--- src/rtl/pmsfe_pkg.sv ---
/*
 * pmsfe_pkg: constants, types and state for the system function enable register block.
 * assumes: one 50 MHz clock, registers reached over the serial two-wire port only.
 */
package pmsfe_pkg;

    ////////////////////////////////////////////////////////////////////////////////
    // clock
    localparam int CLK_PERIOD_NS = 20;

    // serial port addressing
    localparam logic [6:0] PMSFE_DEV_ADDR = 7'h12;
    localparam logic [7:0] PMSFE_SFE_OFFSET = 8'h10;
    localparam logic [7:0] PMSFE_UNMAPPED_READ = 8'h00;

    ////////////////////////////////////////////////////////////////////////////////
    // field positions of system_function_enable
    localparam int SFE_SLEEP_BIT = 7;
    localparam int SFE_RTC_BIT = 6;
    localparam int SFE_CHARGE_BIT = 5;
    localparam int SFE_COMPARATOR_BIT = 4;
    localparam int SFE_TIMER_BIT = 3;
    localparam int SFE_EXPIRY_PD_BIT = 2;
    localparam int SFE_EXPIRY_RST_BIT = 1;
    localparam int SFE_COLD_PD_BIT = 0;

    // value after reset; bit 6 is then reloaded from the battery-held copy
    localparam logic [7:0] SFE_RESET_VALUE = 8'h00;
    // bits that the nonvolatile store restores (sleep, charger and rtc are not among them)
    localparam logic [7:0] SFE_NV_MASK = 8'h1F;

    // cycles after reset release before the synchronised battery copy is valid
    localparam logic [1:0] PMSFE_SETTLE_CYCLES = 2'h3;

    ////////////////////////////////////////////////////////////////////////////////
    // serial port states
    typedef enum logic [3:0] {
        PMSFE_IDLE = 4'h0,
        PMSFE_ADDR = 4'h1,
        PMSFE_ADDR_ACK = 4'h2,
        PMSFE_PTR = 4'h3,
        PMSFE_PTR_ACK = 4'h4,
        PMSFE_WDATA = 4'h5,
        PMSFE_WDATA_ACK = 4'h6,
        PMSFE_RDATA = 4'h7,
        PMSFE_RDATA_ACK = 4'h8
    } pmsfe_fsm_type;

    // synchronised pin levels
    typedef struct packed {
        logic scl;
        logic sda;
        logic cold_n;
        logic rtc_kept;
    } pmsfe_pins_type;

    // all state of the top module
    typedef struct packed {
        pmsfe_fsm_type fsm;
        logic [2:0] bit_cnt;
        logic byte_full;
        logic [7:0] shift;
        logic [7:0] ptr;
        logic rw;
        logic master_ack;
        logic sda_oe;
        logic scl_prev;
        logic sda_prev;
        logic cold_prev;
        logic [1:0] settle;
        logic [7:0] ctrl;
        logic powerdown_req;
        logic reset_req;
    } pmsfe_state_type;

endpackage

--- src/rtl/pmsfe_sync.sv ---
/*
 * pmsfe_sync: two flip-flop synchroniser, one per bit.
 * assumes: inputs are asynchronous levels; reset level is a constant.
 */
`timescale 1ns/10ps
module pmsfe_sync #(
    parameter int WIDTH = 4,
    parameter logic [WIDTH-1:0] IDLE_LEVEL = '0
) (
    // clock and reset
    input wire logic clk,
    input wire logic resetn,
    // levels
    input wire logic [WIDTH-1:0] async_in,
    output logic [WIDTH-1:0] sync_out
);

    ////////////////////////////////////////////////////////////////////////////////
    // first stage is read only by the second
    genvar i;
    generate
        for (i = 0; i < WIDTH; i++) begin : g_bit
            logic stage1_reg;
            always_ff @(posedge clk or negedge resetn) begin
                if (!resetn) begin
                    stage1_reg <= IDLE_LEVEL[i];
                    sync_out[i] <= IDLE_LEVEL[i];
                end else begin
                    stage1_reg <= async_in[i];
                    sync_out[i] <= stage1_reg;
                end
            end
        end
    endgenerate

endmodule

--- src/rtl/pmsfe_top.sv ---
/*
 * pmsfe_top: system function enable register with its two-wire slave port and the
 * actions taken on supervisor expiry and on the cold-reset pin.
 * assumes: SCL/SDA, cold-reset pin and battery copy are asynchronous pins; the
 * expiry and restore strobes come from logic on CLK.
 */
// What this block does
// [RL1] bit 7 enters or leaves sleep
// [RL2] bit 6 enables clock, kept by battery
// [RL3] bit 5 enables coin-cell charger, not restored
// [RL4] bit 4 enables backup-supply comparator
// [RL5] bit 3 lets the supervisor timer run
// [RL6] bit 2: expiry starts power-down
// [RL7] bit 1: expiry produces a reset
// [RL8] bit 0: cold-reset pin causes power-down
// [RL9] all bits read back last written value
`timescale 1ns/10ps
module pmsfe_top (
    // clock and reset
    input wire logic CLK,
    input wire logic RESETN,
    // two-wire serial port, open drain data
    input wire logic SCL_IN,
    input wire logic SDA_IN,
    output logic SDA_OUT,
    output logic SDA_OE,
    // pins and strobes from the rest of the device
    input wire logic COLD_RESET_INPUT_N,
    input wire logic SUPERVISOR_EXPIRED,
    input wire logic RTC_ENABLE_KEPT,
    input wire logic NV_LOAD,
    input wire logic [7:0] NV_DATA,
    // controls
    output logic SLEEP_ENABLE,
    output logic RTC_ENABLE,
    output logic BACKUP_CELL_CHARGE_ENABLE,
    output logic BACKUP_SUPPLY_COMPARATOR_ENABLE,
    output logic SUPERVISOR_TIMER_ENABLE,
    output logic [7:0] SYSTEM_FUNCTION_ENABLE,
    // actions, one-cycle pulses
    output logic POWERDOWN_REQ,
    output logic RESET_REQ
);

    ////////////////////////////////////////////////////////////////////////////////
    pmsfe_pkg::pmsfe_pins_type pins;
    pmsfe_pkg::pmsfe_state_type state_reg;
    pmsfe_pkg::pmsfe_state_type state_next;
    logic [3:0] pins_raw;

    assign pins_raw = {SCL_IN, SDA_IN, COLD_RESET_INPUT_N, RTC_ENABLE_KEPT};

    pmsfe_sync #(
        .WIDTH(4),
        .IDLE_LEVEL(4'hE)
    ) u_sync (
        .clk(CLK),
        .resetn(RESETN),
        .async_in(pins_raw),
        .sync_out(pins)
    );

    ////////////////////////////////////////////////////////////////////////////////
    logic scl_rise;
    logic scl_fall;
    logic start_seen;
    logic stop_seen;
    logic [7:0] read_value;

    assign scl_rise = pins.scl && !state_reg.scl_prev;
    assign scl_fall = !pins.scl && state_reg.scl_prev;
    assign start_seen = pins.scl && state_reg.scl_prev && state_reg.sda_prev && !pins.sda;
    assign stop_seen = pins.scl && state_reg.scl_prev && !state_reg.sda_prev && pins.sda;
    // only one register is mapped; other pointers read as zero
    assign read_value = (state_reg.ptr == pmsfe_pkg::PMSFE_SFE_OFFSET) ?
                        state_reg.ctrl : pmsfe_pkg::PMSFE_UNMAPPED_READ; // RL9

    always_comb begin
        state_next = state_reg;
        state_next.scl_prev = pins.scl;
        state_next.sda_prev = pins.sda;
        state_next.cold_prev = pins.cold_n;
        state_next.powerdown_req = 1'b0;
        state_next.reset_req = 1'b0;

        ////////////////////////////////////////////////////////////////////////////
        // restore paths: battery copy once after reset, nonvolatile copy on strobe
        if (state_reg.settle != pmsfe_pkg::PMSFE_SETTLE_CYCLES) begin
            state_next.settle = state_reg.settle + 2'h1;
            if (state_reg.settle == pmsfe_pkg::PMSFE_SETTLE_CYCLES - 2'h1) begin
                state_next.ctrl[pmsfe_pkg::SFE_RTC_BIT] = pins.rtc_kept; // RL2
            end
        end
        if (NV_LOAD) begin
            // sleep, charger and rtc bits are left as they are
            // built on state_next so a battery reload in the same cycle is not lost
            state_next.ctrl = (state_next.ctrl & ~pmsfe_pkg::SFE_NV_MASK) |
                              (NV_DATA & pmsfe_pkg::SFE_NV_MASK); // RL1 RL3
        end

        ////////////////////////////////////////////////////////////////////////////
        // actions on expiry and on the cold-reset pin
        if (SUPERVISOR_EXPIRED && state_reg.ctrl[pmsfe_pkg::SFE_TIMER_BIT]) begin // RL5
            if (state_reg.ctrl[pmsfe_pkg::SFE_EXPIRY_PD_BIT]) begin
                state_next.powerdown_req = 1'b1; // RL6
            end
            if (state_reg.ctrl[pmsfe_pkg::SFE_EXPIRY_RST_BIT]) begin
                state_next.reset_req = 1'b1; // RL7
            end
        end
        // act on the falling edge so a held-low pin asks only once
        if (state_reg.cold_prev && !pins.cold_n && state_reg.ctrl[pmsfe_pkg::SFE_COLD_PD_BIT]) begin
            state_next.powerdown_req = 1'b1; // RL8
        end

        ////////////////////////////////////////////////////////////////////////////
        // serial port
        if (scl_rise) begin
            state_next.bit_cnt = state_reg.bit_cnt + 3'h1;
            state_next.byte_full = (state_reg.bit_cnt == 3'h7);
            if (state_reg.fsm == pmsfe_pkg::PMSFE_ADDR || state_reg.fsm == pmsfe_pkg::PMSFE_PTR ||
                state_reg.fsm == pmsfe_pkg::PMSFE_WDATA) begin
                state_next.shift = {state_reg.shift[6:0], pins.sda};
            end
            if (state_reg.fsm == pmsfe_pkg::PMSFE_RDATA_ACK) begin
                state_next.master_ack = !pins.sda;
            end
        end

        if (start_seen) begin
            // repeated start is taken from any state
            state_next.fsm = pmsfe_pkg::PMSFE_ADDR;
            state_next.bit_cnt = 3'h0;
            state_next.byte_full = 1'b0;
            state_next.sda_oe = 1'b0;
        end else if (stop_seen) begin
            state_next.fsm = pmsfe_pkg::PMSFE_IDLE;
            state_next.sda_oe = 1'b0;
        end else if (scl_fall) begin
            unique case (state_reg.fsm)
                pmsfe_pkg::PMSFE_IDLE: begin
                    state_next.sda_oe = 1'b0;
                end
                pmsfe_pkg::PMSFE_ADDR: begin
                    if (state_reg.byte_full) begin
                        state_next.byte_full = 1'b0;
                        if (state_reg.shift[7:1] == pmsfe_pkg::PMSFE_DEV_ADDR) begin
                            state_next.rw = state_reg.shift[0];
                            state_next.sda_oe = 1'b1;
                            state_next.fsm = pmsfe_pkg::PMSFE_ADDR_ACK;
                        end else begin
                            state_next.fsm = pmsfe_pkg::PMSFE_IDLE;
                        end
                    end
                end
                pmsfe_pkg::PMSFE_ADDR_ACK: begin
                    state_next.bit_cnt = 3'h0;
                    if (state_reg.rw) begin
                        state_next.shift = read_value;
                        state_next.sda_oe = !read_value[7];
                        state_next.fsm = pmsfe_pkg::PMSFE_RDATA;
                    end else begin
                        state_next.sda_oe = 1'b0;
                        state_next.fsm = pmsfe_pkg::PMSFE_PTR;
                    end
                end
                pmsfe_pkg::PMSFE_PTR: begin
                    if (state_reg.byte_full) begin
                        state_next.byte_full = 1'b0;
                        state_next.ptr = state_reg.shift;
                        state_next.sda_oe = 1'b1;
                        state_next.fsm = pmsfe_pkg::PMSFE_PTR_ACK;
                    end
                end
                pmsfe_pkg::PMSFE_PTR_ACK, pmsfe_pkg::PMSFE_WDATA_ACK: begin
                    state_next.bit_cnt = 3'h0;
                    state_next.sda_oe = 1'b0;
                    state_next.fsm = pmsfe_pkg::PMSFE_WDATA;
                end
                pmsfe_pkg::PMSFE_WDATA: begin
                    if (state_reg.byte_full) begin
                        state_next.byte_full = 1'b0;
                        // host write wins over a restore in the same cycle
                        if (state_reg.ptr == pmsfe_pkg::PMSFE_SFE_OFFSET) begin
                            state_next.ctrl = state_reg.shift; // RL9
                        end
                        state_next.sda_oe = 1'b1;
                        state_next.fsm = pmsfe_pkg::PMSFE_WDATA_ACK;
                    end
                end
                pmsfe_pkg::PMSFE_RDATA: begin
                    if (state_reg.byte_full) begin
                        state_next.byte_full = 1'b0;
                        state_next.sda_oe = 1'b0;
                        state_next.fsm = pmsfe_pkg::PMSFE_RDATA_ACK;
                    end else begin
                        state_next.shift = {state_reg.shift[6:0], 1'b0};
                        state_next.sda_oe = !state_reg.shift[6];
                    end
                end
                pmsfe_pkg::PMSFE_RDATA_ACK: begin
                    state_next.bit_cnt = 3'h0;
                    if (state_reg.master_ack) begin
                        state_next.shift = read_value;
                        state_next.sda_oe = !read_value[7];
                        state_next.fsm = pmsfe_pkg::PMSFE_RDATA;
                    end else begin
                        state_next.sda_oe = 1'b0;
                        state_next.fsm = pmsfe_pkg::PMSFE_IDLE;
                    end
                end
                default: begin
                    state_next.sda_oe = 1'b0;
                    state_next.fsm = pmsfe_pkg::PMSFE_IDLE;
                end
            endcase
        end
    end

    ////////////////////////////////////////////////////////////////////////////////
    always_ff @(posedge CLK or negedge RESETN) begin
        if (!RESETN) begin
            state_reg <= '{
                fsm: pmsfe_pkg::PMSFE_IDLE,
                bit_cnt: 3'h0,
                byte_full: 1'b0,
                shift: 8'h00,
                ptr: 8'h00,
                rw: 1'b0,
                master_ack: 1'b0,
                sda_oe: 1'b0,
                scl_prev: 1'b1,
                sda_prev: 1'b1,
                cold_prev: 1'b1,
                settle: 2'h0,
                ctrl: pmsfe_pkg::SFE_RESET_VALUE,
                powerdown_req: 1'b0,
                reset_req: 1'b0
            };
        end else begin
            state_reg <= state_next;
        end
    end

    ////////////////////////////////////////////////////////////////////////////////
    // outputs, all straight from state_reg except SDA_OUT, which is tied low
    assign SDA_OUT = 1'b0;
    assign SDA_OE = state_reg.sda_oe;
    assign SLEEP_ENABLE = state_reg.ctrl[pmsfe_pkg::SFE_SLEEP_BIT]; // RL1
    assign RTC_ENABLE = state_reg.ctrl[pmsfe_pkg::SFE_RTC_BIT]; // RL2
    assign BACKUP_CELL_CHARGE_ENABLE = state_reg.ctrl[pmsfe_pkg::SFE_CHARGE_BIT]; // RL3
    assign BACKUP_SUPPLY_COMPARATOR_ENABLE = state_reg.ctrl[pmsfe_pkg::SFE_COMPARATOR_BIT]; // RL4
    assign SUPERVISOR_TIMER_ENABLE = state_reg.ctrl[pmsfe_pkg::SFE_TIMER_BIT]; // RL5
    assign SYSTEM_FUNCTION_ENABLE = state_reg.ctrl;
    assign POWERDOWN_REQ = state_reg.powerdown_req;
    assign RESET_REQ = state_reg.reset_req;

endmodule

--- config.mk ---
export PLATFORM = sky130hd
export DESIGN_NAME = pmsfe_top
export DESIGN_NICKNAME = d
export VERILOG_FILES = /design/src/rtl/pmsfe_pkg.sv /design/src/rtl/pmsfe_sync.sv /design/src/rtl/pmsfe_top.sv
export SDC_FILE = /design/constraint.sdc
export NUM_CORES = 1
export LEC_CHECK = 0
export ABC_AREA = 1
export BUFFER_PORTS_ARGS = -buffer_cell sky130_fd_sc_hd__buf_2
export CORE_MARGIN = 2
export CORE_UTILIZATION = 35
export DETAILED_ROUTE_END_ITERATION = 10
export SKIP_CTS_REPAIR_TIMING = 1
export SLEW_MARGIN = 25
export SYNTH_ARGS = -nofsm -noshare
export SYNTH_HDL_FRONTEND = slang
export SYNTH_SLANG_ARGS = --single-unit
--- constraint.sdc ---
create_clock -name CLK -period 4.1 [get_ports CLK]
set_clock_uncertainty 0.05 [all_clocks]
set_input_delay 0.41 -clock CLK [delete_from_list [all_inputs] [get_ports CLK]]
set_output_delay 0.41 -clock CLK [all_outputs]
set_load 0.02 [all_outputs]
==> qor.yml <==
run_status:
  status: "finished, final reports clean"
cells_and_area:
  syn_to_final_growth_pct: 10.15
  final_cell_area_sq_um: 2945
  instances_no_fill: 456
  diodes: 0
  largest_reg_flops: 31
  nNetsFinal: 376
  final_layout_size_suffix_gt1_frac: 0.2017
clock_network:
  clock_latency_ns: 0.31
  path_clk_slew_ns: 0.10
  cts_made_buffers: 5
  h-tree-depth: 2
  clockBufferDepth: 2
  cts_tree: "built"
  cts_num_sinks: 50
  root_buffer: "clkbuf_8"
sta:
  worst_pin_slew_ns: 0.5414
  drv_slew: 0
  finalSetupTns_ns: 0
  fin_crit_sh: 0.4730
  slew-limit-headroom: 0.6391
  hold_slack_ns: 0.02794
  fmax_mhz: 515.6
  setup_viol: 0
  min_period_ns: 1.939
  rsz0062_at_grt: "false"
  finalHoldViolCount: 0
setup_path:
  crit_chain: "nor2_1 -> nand2_1 -> nor2_2 -> nand4_2 -> o21ai_0 -> inv_1"
  cp.required_ns: 4.25
  rrSetupSlack_ns: 2.16
  path_class: "register to register"
  worst_r2r_path_depth: 6
  cp-start-kind: "register"
  cp_slowest_stage_delay_ns: 0.45
  cp.arrival_ns: 2.09
  cp_slowest_cell: "nand4_2"
  end_kind: "register"
  crit_fanout: 16
global_route:
  grt_use_total: 0.1490
  grtUsageMet2: 0.2371
  grt_max_degree: 27
  grt-busiest-layer: "met2"
  grt_pass1_vias: 2108
  antenna_found_initial: 0
  gr-usage-met3: 0.02822
  grt_use_met1: 0.2049
  globalRoute.totalOverflow: 0
  grt_pass1_wl_um: 10050
placement:
  dpl_cell_area_sq_um: 2850
  numPlacedInstances: 448
  place.gp.congestion: 0.9038
  portBuffers: 28
  hpwlAfterDp_um: 4261
detailed_routing:
  dr_total_vias: 2201
  dr.first_iter.drc_count: 120
  first_pass_iters: 4
  post_drt_via_cell_ratio: 4.827
  ant_nets: 0
  wire_per_inst_um: 12.71
  routed_wl_um: 5796
  drc: 0
logic_synthesis:
  seq_area_frac_synth: 0.4722
  synth_top_area_share: 0.3837
  yosys.area.top_type: "dfrtp_1"
  synth_commonest_cells: "nand2_1, dfrtp_1, inv_1, nand3_1, o21ai_0"
  synth_cells: 334
  synth_most_common_cell: "nand2_1"
  syn_nets: 354
  synth_cell_types: 34
  synthesis.area_per_instance_sq_um: 8.005
  netlist_area_sq_um: 2674
  synth_seq_cells: 50
  synth_async_sr_flop_share: 1.000
  yosys-top-cells-area: "dfrtp_1, nand2_1, dfstp_2, nand3_1, o21ai_0"
  ys.flop_type: "dfrtp_1"
  ys.warnings.count: 0
  synth_edf_count: 0
floorplanning:
  coreArea_sq_um: 7331
  die_h_um: 91.41
  die_area_sq_um: 8355
  ios: 33
  rows: 31
  initial_utilization: 0.3647
  chipWidth_um: 91.41
power:
  p_per_area_nw_per_um2: 441.4
  power.internal_mw: 0.8270
  power_frac_clock: 0.233
  finalPower_mw: 1.300
  ir_worst_vdd_v: 0.0002421
  p_sw_frac: 0.3638
  p_leak_nw: 1.475
  pwr-share-comb: 0.250
  seqPwrFrac: 0.517
  netSwitchingPower_mw: 0.4730
worst_hold_path:
  hold_class: "input pin to async pin"
run:
  drv_cap: 0
[stage by stage]
stage	util	worst slack [ns]
after floorplan	-	2.527
after global placement	0.3888	2.153
after detailed placement	0.3888	2.115
after CTS	0.4018	2.124
after global routing	0.4018	1.882
final	0.4018	2.161
[final timing paths]
path / start / end
worst max-delay path: state_reg[25] / SYSTEM_FUNCTION_ENABLE[2]
worst min-delay path: RESETN / state_reg[11]
worst max register to register: state_reg[25] / SYSTEM_FUNCTION_ENABLE[2]
worst min register to register: u_sync.g_bit[0].stage1_reg / u_sync.sync_out[0]
max in group asynchronous: RESETN / u_sync.sync_out[1]
min in group CLK: SDA_IN / u_sync.g_bit[2].stage1_reg
[critical path: cells and delay by family (launching register included)]
kind | cells | cell delay, ns
and+or+nand+nor | 4 | 1.04
buffers and inverters | 1 | 0.07
AOI/OAI and AO/OA | 1 | 0.28
DFF | 1 | 0.39
[metal layers]
metal,up-vias,routed length (um)
met1,1030,2791
met4,0,82
met3,6,284
met2,47,2637
met5,-,0
li1,1118,-
[kinds of logic after synthesis]
logic type | after synthesis | synth area share
adder cells (fa/ha/maj) | 4 | 0.01872
multiplexers | 1 | 0.004211
AND/OR/NAND/NOR | 167 | 0.2789
XOR/XNOR | 2 | 0.006552
flip-flops | 50 | 0.4722
AO/OA/AOI/OAI | 57 | 0.1292
other | 1 | 0.001402
buffers and inverters | 52 | 0.08891
[power by group through the flow]
stage	combinational [mW]	sequential [mW]	clock, mW
after floorplan	0.249	0.655	0
after global placement	0.318	0.679	0
after detailed placement	0.328	0.681	0
after CTS	0.329	0.671	0.314
after global routing	0.383	0.682	0.332
final	0.325	0.672	0.303
[cell usage in the layout, fill, tap and decap left out]
cell type	instances
o31ai_1	1
inv_1	32
o21ai_4	1
conb_1	1
a21oi_1	5
nor2_2	4
xnor2_1	1
o211ai_2	5
dfstp_2	9
nand4_2	1
o21ai_0	27
o211ai_1	1
o21ai_1	15
mux2_2	1
nand3_2	4
nand2_1	93
nand4_1	5
o21a_1	1
and2_1	1
nand3_1	27
a311oi_1	1
buf_2	28
nor2_1	23
nand2_2	2
inv_2	6
ha_1	4
buf_4	1
clkinv_2	1
nor3_1	5
dfrtp_1	41
nor2_4	2
clkbuf_8	6
xor2_1	1
clkinvlp_4	1
[cell type report]
cell class                      instances  area, sq um
Clock buffer                            6        82.58
Clock inverter                          2        12.51
Fill cell                             754         4385
Inverter                               38        142.6
Multi-Input combinational cell        232         1174
Sequential cell                        50         1262
Tap cell                               99        123.9
Timing Repair Buffer                   29        147.6
No activity file was read; power rests on OpenSTA's default activity.
